$ cat src/include/gbs_pkg.sv
// Purpose: Constants and types for the GPIO bit set/clear register block
// Assumes: 32-bit classic Wishbone, byte addresses, one clock domain
// Notes: Pin n of every port sits at bit 16+n (output), 24+n (direction), n (input)

package gbs_pkg;

	// ==========================================================
	// Register byte addresses
	localparam logic [31:0] ADR_P0_DATA = 32'hFFFF_0D20;
	localparam logic [31:0] ADR_P0_SET = 32'hFFFF_0D24;
	localparam logic [31:0] ADR_P0_CLR = 32'hFFFF_0D28;
	localparam logic [31:0] ADR_P1_DATA = 32'hFFFF_0D30;
	localparam logic [31:0] ADR_P1_SET = 32'hFFFF_0D34;
	localparam logic [31:0] ADR_P1_CLR = 32'hFFFF_0D38;
	localparam logic [31:0] ADR_P2_DATA = 32'hFFFF_0D40;
	localparam logic [31:0] ADR_P2_SET = 32'hFFFF_0D44;
	localparam logic [31:0] ADR_P2_CLR = 32'hFFFF_0D48;

	// ==========================================================
	// Field positions inside a register word
	localparam int unsigned PIN_W = 7;
	localparam int unsigned IN_LSB = 0;
	localparam int unsigned OUT_LSB = 16;
	localparam int unsigned DIR_LSB = 24;
	localparam int unsigned OUT_LANE = 2;
	localparam int unsigned DIR_LANE = 3;

	// ==========================================================
	// Which pins exist per port
	localparam logic [6:0] P0_OUT_MASK = 7'h1F;
	localparam logic [6:0] P1_OUT_MASK = 7'h03;
	localparam logic [6:0] P2_OUT_MASK = 7'h63;
	localparam logic [6:0] P0_DIR_MASK = 7'h1F;
	localparam logic [6:0] P1_DIR_MASK = 7'h03;
	localparam logic [6:0] P2_DIR_MASK = 7'h73;

	// ==========================================================
	// Reset values
	localparam logic [6:0] RST_OUT = 7'h00;
	localparam logic [6:0] RST_DIR = 7'h00;
	localparam logic [31:0] RST_RDATA = 32'h0000_0000;

	// ==========================================================
	// Access kinds, one-hot
	typedef enum logic [3:0] {
		GBS_ACC_NONE = 4'b0001,
		GBS_ACC_DATA = 4'b0010,
		GBS_ACC_SET = 4'b0100,
		GBS_ACC_CLR = 4'b1000
	} gbs_acc_t;

endpackage

$ cat src/design/gbs_gpio_set_clear.sv
// Purpose: Port data registers plus write-only set and clear registers for three GPIO ports
// Assumes: Classic Wishbone slave, synchronous active-high reset, 10 MHz clock
// Notes: Pin pads resolve the wire from pin_o and oe_n_o outside this module
//
// Overview of operation
// - Port 0 set write, ones in bits 16..20 drive pins 0..4 high.
// - Port 1 set write, ones in bits 16..17 drive pins 0..1 high.
// - Port 2 set write, ones in bits 16,17,21,22 drive pins 0,1,5,6 high.
// - Port 0 clear write, ones in bits 16..20 drive pins 0..4 low.
// - Port 1 clear write, ones in bits 16..17 drive pins 0..1 low.
// - Port 2 clear write, ones in bits 16,17,21,22 drive pins 0,1,5,6 low.
// - Zero bits in set or clear writes leave their pins unchanged.
// - Single pins change without software touching other pins of the port.
// - A pin is driven only while its direction bit is one.
// - Each output pin shows its data-output latch bit.

`timescale 1ns/10ps

module gbs_gpio_set_clear
	import gbs_pkg::*;
(
	input wire logic clk_i,
	input wire logic rst_i,
	input wire logic ce_i,
	input wire logic wb_cyc_i,
	input wire logic wb_stb_i,
	input wire logic wb_we_i,
	input wire logic [31:0] wb_adr_i,
	input wire logic [3:0] wb_sel_i,
	input wire logic [31:0] wb_dat_i,
	output logic [31:0] wb_dat_o,
	output logic wb_ack_o,
	input wire logic [4:0] p0_pin_i,
	output logic [4:0] p0_pin_o,
	output logic [4:0] p0_oe_n_o,
	input wire logic [1:0] p1_pin_i,
	output logic [1:0] p1_pin_o,
	output logic [1:0] p1_oe_n_o,
	input wire logic [6:0] p2_pin_i,
	output logic [6:0] p2_pin_o,
	output logic [6:0] p2_oe_n_o
);

	// ==========================================================
	// Address decode helpers
	function automatic gbs_acc_t acc_kind(input logic [31:0] a);
		case (a)
			ADR_P0_DATA, ADR_P1_DATA, ADR_P2_DATA: acc_kind = GBS_ACC_DATA;
			ADR_P0_SET, ADR_P1_SET, ADR_P2_SET: acc_kind = GBS_ACC_SET;
			ADR_P0_CLR, ADR_P1_CLR, ADR_P2_CLR: acc_kind = GBS_ACC_CLR;
			default: acc_kind = GBS_ACC_NONE;
		endcase
	endfunction

	function automatic logic [1:0] acc_port(input logic [31:0] a);
		case (a)
			ADR_P0_DATA, ADR_P0_SET, ADR_P0_CLR: acc_port = 2'h0;
			ADR_P1_DATA, ADR_P1_SET, ADR_P1_CLR: acc_port = 2'h1;
			default: acc_port = 2'h2;
		endcase
	endfunction

	function automatic logic [6:0] out_mask(input logic [1:0] p);
		case (p)
			2'h0: out_mask = P0_OUT_MASK;
			2'h1: out_mask = P1_OUT_MASK;
			default: out_mask = P2_OUT_MASK;
		endcase
	endfunction

	function automatic logic [6:0] dir_mask(input logic [1:0] p);
		case (p)
			2'h0: dir_mask = P0_DIR_MASK;
			2'h1: dir_mask = P1_DIR_MASK;
			default: dir_mask = P2_DIR_MASK;
		endcase
	endfunction

	// ==========================================================
	// Input synchronisers
	logic [2:0][6:0] sync1_r;
	logic [2:0][6:0] sync1_nxt;
	logic [2:0][6:0] sync2_r;
	logic [2:0][6:0] sync2_nxt;

	always_comb begin
		sync1_nxt[0] = {2'h0, p0_pin_i};
		sync1_nxt[1] = {5'h00, p1_pin_i};
		sync1_nxt[2] = p2_pin_i;
		sync2_nxt = sync1_r;
	end

	always_ff @(posedge clk_i) begin
		if (rst_i) begin
			sync1_r <= '0;
			sync2_r <= '0;
		end else if (ce_i) begin
			sync1_r <= sync1_nxt;
			sync2_r <= sync2_nxt;
		end
	end

	// ==========================================================
	// Bus request qualification
	gbs_acc_t kind;
	logic [1:0] port;
	logic [6:0] wr_pins;
	logic [6:0] wr_dirs;
	logic req_go;
	logic wr_go;
	logic rd_go;

	assign kind = acc_kind(wb_adr_i);
	assign port = acc_port(wb_adr_i);
	// Only the pin lanes are looked at; reserved bits are simply dropped
	assign wr_pins = wb_dat_i[OUT_LSB +: PIN_W] & out_mask(port);
	assign wr_dirs = wb_dat_i[DIR_LSB +: PIN_W] & dir_mask(port);
	assign req_go = ce_i && wb_cyc_i && wb_stb_i && !wb_ack_o;
	assign wr_go = req_go && wb_we_i;
	assign rd_go = req_go && !wb_we_i;

	// ==========================================================
	// Shared output latch and direction
	logic [2:0][6:0] out_r;
	logic [2:0][6:0] out_nxt;
	logic [2:0][6:0] dir_r;
	logic [2:0][6:0] dir_nxt;
	logic [2:0][6:0] oe_n_r;
	logic [2:0][6:0] oe_n_nxt;

	always_comb begin
		out_nxt = out_r;
		dir_nxt = dir_r;
		if (wr_go) begin
			case (kind)
				GBS_ACC_DATA: begin
					if (wb_sel_i[OUT_LANE]) begin
						out_nxt[port] = wr_pins;
					end
					if (wb_sel_i[DIR_LANE]) begin
						dir_nxt[port] = wr_dirs;
					end
				end
				GBS_ACC_SET: begin
					// OR keeps every zero bit as it was
					if (wb_sel_i[OUT_LANE]) begin
						out_nxt[port] = out_r[port] | wr_pins;
					end
				end
				GBS_ACC_CLR: begin
					if (wb_sel_i[OUT_LANE]) begin
						out_nxt[port] = out_r[port] & ~wr_pins;
					end
				end
				default: begin
					out_nxt = out_r;
				end
			endcase
		end
		for (int i = 0; i < 3; i++) begin
			oe_n_nxt[i] = ~(dir_nxt[i] & dir_mask(2'(i)));
		end
	end

	always_ff @(posedge clk_i) begin
		if (rst_i) begin
			out_r <= {3{RST_OUT}};
			dir_r <= {3{RST_DIR}};
			oe_n_r <= '1;
		end else if (ce_i) begin
			out_r <= out_nxt;
			dir_r <= dir_nxt;
			oe_n_r <= oe_n_nxt;
		end
	end

	// Pins come straight from the latch flops
	assign p0_pin_o = out_r[0][4:0];
	assign p1_pin_o = out_r[1][1:0];
	assign p2_pin_o = out_r[2];
	assign p0_oe_n_o = oe_n_r[0][4:0];
	assign p1_oe_n_o = oe_n_r[1][1:0];
	assign p2_oe_n_o = oe_n_r[2];

	// ==========================================================
	// Bus answer
	logic ack_r;
	logic ack_nxt;
	logic [31:0] rdata_r;
	logic [31:0] rdata_nxt;

	always_comb begin
		ack_nxt = req_go;
		rdata_nxt = RST_RDATA;
		if (rd_go) begin
			case (kind)
				GBS_ACC_DATA: begin
					rdata_nxt = {1'b0, dir_r[port], 1'b0, out_r[port], 9'h000,
						sync2_r[port] & dir_mask(port)};
				end
				GBS_ACC_SET, GBS_ACC_CLR: begin
					rdata_nxt = RST_RDATA;
				end
				default: begin
					rdata_nxt = RST_RDATA;
				end
			endcase
		end
	end

	always_ff @(posedge clk_i) begin
		if (rst_i) begin
			ack_r <= 1'b0;
			rdata_r <= RST_RDATA;
		end else if (ce_i) begin
			ack_r <= ack_nxt;
			rdata_r <= rdata_nxt;
		end
	end

	assign wb_ack_o = ack_r;
	assign wb_dat_o = rdata_r;
endmodule

$ cat config.mk
export PLATFORM = sky130hd
export DESIGN_NAME = gbs_gpio_set_clear
export DESIGN_NICKNAME = d
export VERILOG_FILES = /design/src/include/gbs_pkg.sv /design/src/design/gbs_gpio_set_clear.sv
export SDC_FILE = /design/constraint.sdc
export NUM_CORES = 1
export LEC_CHECK = 0
export BUFFER_PORTS_ARGS = -buffer_cell sky130_fd_sc_hd__buf_2
export CAP_MARGIN = 20
export CORE_MARGIN = 2
export CORE_UTILIZATION = 54
export DETAILED_ROUTE_END_ITERATION = 7
export MAX_ROUTING_LAYER = met4
export PLACE_DENSITY = 0.88
export SYNTH_ARGS = -nofsm -noshare
export SYNTH_HDL_FRONTEND = slang
export SYNTH_SLANG_ARGS = --single-unit
$ cat constraint.sdc
create_clock -name clk_i -period 6.77 [get_ports clk_i]
set_input_delay 1.0155 -clock clk_i [delete_from_list [all_inputs] [get_ports clk_i]]
set_output_delay 1.0155 -clock clk_i [all_outputs]
set_load 0.01 [all_outputs]
==> run summary, run 1 <==
RD Place Congestion: 0.9303
CTS tree: done
setup TNS: 0 ps
Yosys reg bits: 100
postcts setup bufs: 0
initial core utilization: 55.11%
clock sink count: 100
Port-buffer cells: 113
total of max-cap violations: 0
Area growth syn-to-layout: 14.35%
filler cell count: 698
pre-CTS setup slack: 2885 ps
outcome: completed
layout cells sized above 1: 25.40%
wire length per cell: 16.00 µm
Yosys Warn Count: 0
DRT iter0 DRCs: 150
pwr dens: 205.4 mW/mm²
hold buffer count at CTS: 0
final instance area: 0.005126 mm²
Worst-Margin Slew: 945.4 ps
CP Capture Type: flip-flop
global-route wire length before repair: 16990 µm
Pleak: 2.313 nW
die width: 95.12 µm
Cell variety after synth: 50
num ports: 149
Setup Skew: 8.594 ps
post-CTS sizing: 0
Crit Path Class: input pin to flip-flop
Post-Syn Instances: 476
final period utilization: 52.44%
clock-pin slew on the worst setup and hold paths: 100 ps
Row Count: 33
most frequent cells in the layout: buf_2 (113), dfxtp_1 (100), nor2_1 (61), mux2i_1 (54), a21oi_1 (20)
fraction of registers with async set/reset: 0%
antenna violations before repair: 0
Critical Path AT: 3800 ps
H-tree depth: 3
startpoint of the worst hold path: wb_dat_o[18]
Worst EP required: 7020 ps
Util after Layout: 63.02%
Highest Clock Rate: 281.7 MHz
antenna violation net count after detailed routing: 0
Worst Hold End: wb_dat_o[18]
GRT overflow: 0
ant diodes: 0
maximum clock insertion buffer count: 2
pin count of the biggest net entering global routing: 72
Avg Inst Size Synth: 9.418 µm²
Die Ht: 95.12 µm
Root Driver: clkbuf_8
Max Fanout on Critical Path: 55
unrepaired setup endpoints after global routing: false
vias in the first global route: 3686
CP Launch Type: input pin
drt drc: 0
Final min period: 3550 ps
Slew HR: 36.49%
core area: 0.008134 mm²
Routed WL: 10750 µm
final setup vio count: 0
worst skew pair latency: 370 ps
DIE AREA: 0.009047 mm²
GRT Overall Usage: 24.70%
final worst slack: 3220 ps
drt first pass iters: 5
worst r2r src: wb_ack_o
Hold Path Depth: 2
R2R cell count: 6
synthesized area: 0.004483 mm²
Final Hold Fails: 0
worst IR drop on VDD: 0.1290 mV
placed wire-length estimate: 7772 µm
Main synth FF type: dfxtp_1
Vias/cell: 5.613
Post-Place Cell Area: 0.004946 mm²
Slew Viols, Final: 0
commonest non-fill, non-tap cell in the layout: buf_2
Post-synth EDFFs: 0
reg2reg setup slack: 4180 ps
number of CTS-inserted buffers: 9
post-synthesis sequential area ratio: 44.66%
DR vias: 3772
HP Class: flip-flop to flip-flop
nets: 651
[layout make-up]
type	count	area, µm²	share of cell area [%]
inverters	3	11.26	0.2197
multi-input cells	332	2206	43.03
repair buffers	117	595.6	11.62
flip-flops and latches	100	2002	39.05
clock inverters	6	56.30	1.098
clock buffers	9	123.9	2.416
well taps	105	131.4	2.563
[worst max-delay path, cell delays in order]
cell      delay [ps]
buf_2             70
buf_4            520
nand4b_1         410
nor4_1           700
nand4_1          450
and3_1           360
a31oi_1          150
o211ai_1         110
[cells by family after synthesis]
kind of cell	Yosys count	synth area share, %
AOI/OAI and AO/OA	87	13.84
buffers and inverters	55	7.061
DFF	100	44.66
muxes	56	12.56
other	2	0.1675
and+or+nand+nor	176	21.71
[worst max-delay path by stage]
| stage | to | cells after the start | slack, ps | startpoint |
|---|---|---|---|---|
| floorplan | wb_dat_o[26] | 8 | 3580 | wb_adr_i[13] |
| global placement | wb_dat_o[3] | 7 | 2910 | wb_adr_i[9] |
| detailed placement | wb_dat_o[3] | 7 | 2880 | wb_adr_i[9] |
| CTS | wb_dat_o[3] | 7 | 3270 | wb_adr_i[9] |
| global route | wb_dat_o[3] | 7 | 3050 | wb_adr_i[9] |
| finish | flip-flop | 8 | 3220 | ce_i |
[report_power, final]
part	switching [mW]	internal (mW)	leakage [nW]
registers	0.00520	0.598	0.811
logic	0.0503	0.0361	1.41
clock network	0.223	0.140	0.0897
total	0.279	0.774	2.31
[routing by layer]
metal / wire, µm / global-route usage [%] / part of all wire [%] / up-vias
li1: - / - / - / 1827
met2: 5203 / 41.02 / 48 / 135
met5: 0 / - / 0 / -
met3: 689 / 5.850 / 6.4 / 21
met1: 4589 / 28.76 / 43 / 1789
met4: 267 / 10.02 / 2.5 / 0
[synth_stat cells (2+ instances only)]
cell / instances / share of area [%]
or3_1: 3 / 0.42
buf_1: 4 / 0.33
buf_4: 27 / 4.5
conb_1: 2 / 0.17
nand2b_1: 7 / 0.98
or4_1: 4 / 0.67
nand2_1: 17 / 1.4
a21oi_1: 20 / 2.2
clkbuf_1: 19 / 1.6
a31oi_1: 2 / 0.28
a211oi_2: 4 / 1.1
o31ai_1: 3 / 0.50
nand4_1: 7 / 0.98
nor4_4: 2 / 0.95
o2bb2ai_1: 2 / 0.39
nor4b_1: 3 / 0.59
nor2b_1: 19 / 2.7
o21ai_0: 6 / 0.67
a32o_1: 2 / 0.45
mux2i_1: 54 / 12
o21ai_1: 5 / 0.56
and3_1: 8 / 1.1
dfxtp_1: 100 / 45
nand3_1: 6 / 0.67
o211ai_1: 2 / 0.33
mux2_2: 2 / 0.50
a2111oi_0: 2 / 0.39
a21o_1: 11 / 1.8
nand4b_1: 2 / 0.39
inv_1: 3 / 0.25
nor3_1: 6 / 0.67
nor3b_1: 3 / 0.50
o22ai_1: 2 / 0.28
and2_1: 13 / 1.8
nor2_1: 61 / 5.1
a211oi_1: 9 / 1.5
and3b_1: 2 / 0.39
nor4_1: 7 / 0.98
a211o_1: 13 / 2.5
a22o_1: 2 / 0.39
[through the flow]
step           instances  hold WS (ps)  total power [mW]
5_1_grt              672         478.1             1.087
4_1_cts              672         451.6             1.055
3_5_place_dp         657         438.6            0.7025
3_3_place_gp         657         429.3            0.6991
6_report             672         445.9             1.053
2_1_floorplan        487         429.5            0.6723
No activity file was read; power rests on OpenSTA's default activity.
==> inputs of run 2 (changes only) <==
--- a/config.mk
+++ b/config.mk
@@ -5,13 +5,14 @@
 export SDC_FILE = /design/constraint.sdc
 export NUM_CORES = 1
 export LEC_CHECK = 0
+export ABC_AREA = 1
 export BUFFER_PORTS_ARGS = -buffer_cell sky130_fd_sc_hd__buf_2
 export CAP_MARGIN = 20
 export CORE_MARGIN = 2
-export CORE_UTILIZATION = 54
+export CORE_UTILIZATION = 53
 export DETAILED_ROUTE_END_ITERATION = 7
 export MAX_ROUTING_LAYER = met4
-export PLACE_DENSITY = 0.88
+export PLACE_DENSITY = 0.83
 export SYNTH_ARGS = -nofsm -noshare
 export SYNTH_HDL_FRONTEND = slang
 export SYNTH_SLANG_ARGS = --single-unit
==> constraint.sdc (replaced) <==
create_clock -name clk_i -period 3.7 [get_ports clk_i]
set_input_delay 0.555 -clock clk_i [delete_from_list [all_inputs] [get_ports clk_i]]
set_output_delay 0.555 -clock clk_i [all_outputs]
set_load 0.01 [all_outputs]
==> run 2 against run 1 <==
Effect of this change:
- register-to-register slack lost 2600 ps
- largest power group unchanged
- flip-flop and latch count grew 2
- hold slack lost 44 ps
- sequential share of layout area shrank 5.9 points
- clock skew grew 4.5 ps
- power grew 93%
- clock-buffer cell count is the same
==> run summary, run 2 <==
Main synth FF type: dfxtp_1
Critical Path AT: 2710 ps
fraction of registers with async set/reset: 0%
num ports: 149
hold buffer count at CTS: 0
vias in the first global route: 4960
initial core utilization: 54.00%
most frequent cells in the layout: nand2_1 (216), nor2_1 (126), buf_2 (114), dfxtp_1 (102), inv_1 (85)
Util after Layout: 60.48%
Root Driver: clkbuf_8
CTS tree: done
commonest non-fill, non-tap cell in the layout: nand2_1
number of CTS-inserted buffers: 9
Power, Total: 2.031 mW
DR vias: 5424
Yosys reg bits: 102
antenna violation net count after detailed routing: 0
drt drc: 0
Cell variety after synth: 37
final worst slack: 1219 ps
worst r2r src: wb_ack_o
Yosys top cell area share: 37.12%
post-CTS sizing: 0
Worst EP required: 3930 ps
Min Hold Slack: 402.2 ps
WP buf/inv: 1
layout cells sized above 1: 20.22%
Final min period: 2481 ps
core area: 0.01018 mm²
Avg Inst Size Synth: 6.548 µm²
outcome: completed
final setup vio count: 0
Max stage delay on crit path: 480 ps
family with the most delay on the worst path: simple AND/OR/NAND/NOR gates
final period utilization: 67.04%
DRT iter0 DRCs: 322
Post-Syn Instances: 840
Final Hold Fails: 0
postcts setup bufs: 0
DIE AREA: 0.01121 mm²
pre-CTS setup slack: 904.0 ps
Highest Clock Rate: 403.1 MHz
pin count of the biggest net entering global routing: 70
Slew Viols, Final: 0
Worst Hold End: sync1_r[4]
GRT overflow: 0
total of max-cap violations: 0
largest cells by area after synthesis: dfxtp_1 (37%), nand2_1 (15%), nor2_1 (8.6%)
Slew HR: 42.99%
reg2reg setup slack: 1620 ps
Setup Skew: 13.11 ps
global-route wire length before repair: 22720 µm
Row Count: 37
Die Ht: 105.9 µm
Hold Path Depth: 3
antenna violations before repair: 0
CP Launch Type: input pin
crit-path cells: buf_2, nor2_1, nand3_2, nor2_1, nand3_1, nand3_1, nand3_1, a21oi_1, o21ai_2, nand2_1, a21oi_1
Yosys Warn Count: 0
Vias/cell: 5.088
worst IR drop on VDD: 0.3047 mV
Worst-Margin Slew: 853.8 ps
synthesized area: 0.005500 mm²
placed wire-length estimate: 10050 µm
HP Class: input pin to flip-flop
worst skew pair latency: 370 ps
H-tree depth: 3
Setup crit start: wb_adr_i[1]
Cell Count, Final, Fillers Out: 1066
final instance area: 0.006160 mm²
Crit-path slowest cell: nand3_1
most common cell in the netlist: nand2_1
maximum clock insertion buffer count: 2
die width: 105.9 µm
post-synthesis sequential area ratio: 37.12%
setup TNS: 0 ps
startpoint of the worst hold path: p0_pin_i[4]
ant diodes: 0
Post-Place Cell Area: 0.005971 mm²
GRT Overall Usage: 25.88%
drt first pass iters: 5
reg-to-reg endpoint: dir_r[0]
R2R cell count: 9
Crit Path Class: input pin to flip-flop
Post-synth EDFFs: 0
CP Capture Type: flip-flop
Pleak: 3.240 nW
Max Fanout on Critical Path: 12
Critical Path Most Common Cell: nand3_1
cell count after placement: 1050
wire length per cell: 12.66 µm
pwr dens: 329.7 mW/mm²
Port-buffer cells: 114
Routed WL: 13490 µm
area leader, netlist: dfxtp_1
unrepaired setup endpoints after global routing: false
synth cell count leaders: nand2_1 (216), nor2_1 (126), dfxtp_1 (102)
clock-pin slew on the worst setup and hold paths: 110 ps
clock sink count: 102
RD Place Congestion: 0.9279
Area growth syn-to-layout: 11.99%
nets: 1013
-- run 2: cell count changes in the layout (fill, tap and decap cells not counted), sizes merged, moves of 9 or more --
cell	delta
nand2	+208
inv	+90
nand3	+84
nor2	+78
mux2i	-54
o21ai	+42
a21oi	+28
nor2b	-19
a211o	-13
a211oi	-13
and2	-12
a21o	-11
nor4	-9
-- run 2: routing by layer --
metal	up-vias	track usage (%)	routed length (µm)
met2	178	41.94	6316
met1	2427	32.60	6009
met5	-	-	0
met3	29	4.638	807
li1	2790	-	-
met4	0	9.117	360
-- run 2: worst max path at each step --
stage                     endpoint  slack [ps]  depth (start not counted)
after floorplan           dir_r[1]        1700                         12
after global routing      dir_r[0]        1030                         11
after detailed placement  dir_r[0]         900                         11
final                     dir_r[0]        1220                         11
after CTS                 dir_r[0]        1260                         11
after global placement    dir_r[0]         960                         11
-- run 2: logic make-up (layout without fill, tap and decap cells) --
logic type	after synthesis	in the layout	share of synthesized area, %
AND/OR/NAND/NOR	473	473	38.60
buffers and inverters	149	228	12.76
AO/OA/AOI/OAI	114	114	11.37
flip-flops	102	102	37.12
other	2	13	0.1365
-- run 2: cell type report --
type                       instances  area, µm²
timing repair buffer             120      615.6
tap                              136      170.2
sequential                       102       2042
multi-input combinational        600       2798
inverter                          92      345.3
clock inverter                     7      65.06
fill                            1027       4025
clock buffer                       9      123.9
-- run 2: where the power goes --
group	total, mW	switching, mW	internal (mW)
combinational	0.206	0.129	0.0772
clock	0.671	0.409	0.263
sequential	1.15	0.0192	1.13
-- run 2: worst min-delay path, stage by stage --
cell and delay [ps]:
buf_2 70, nor2_1 30, nor2_1 80
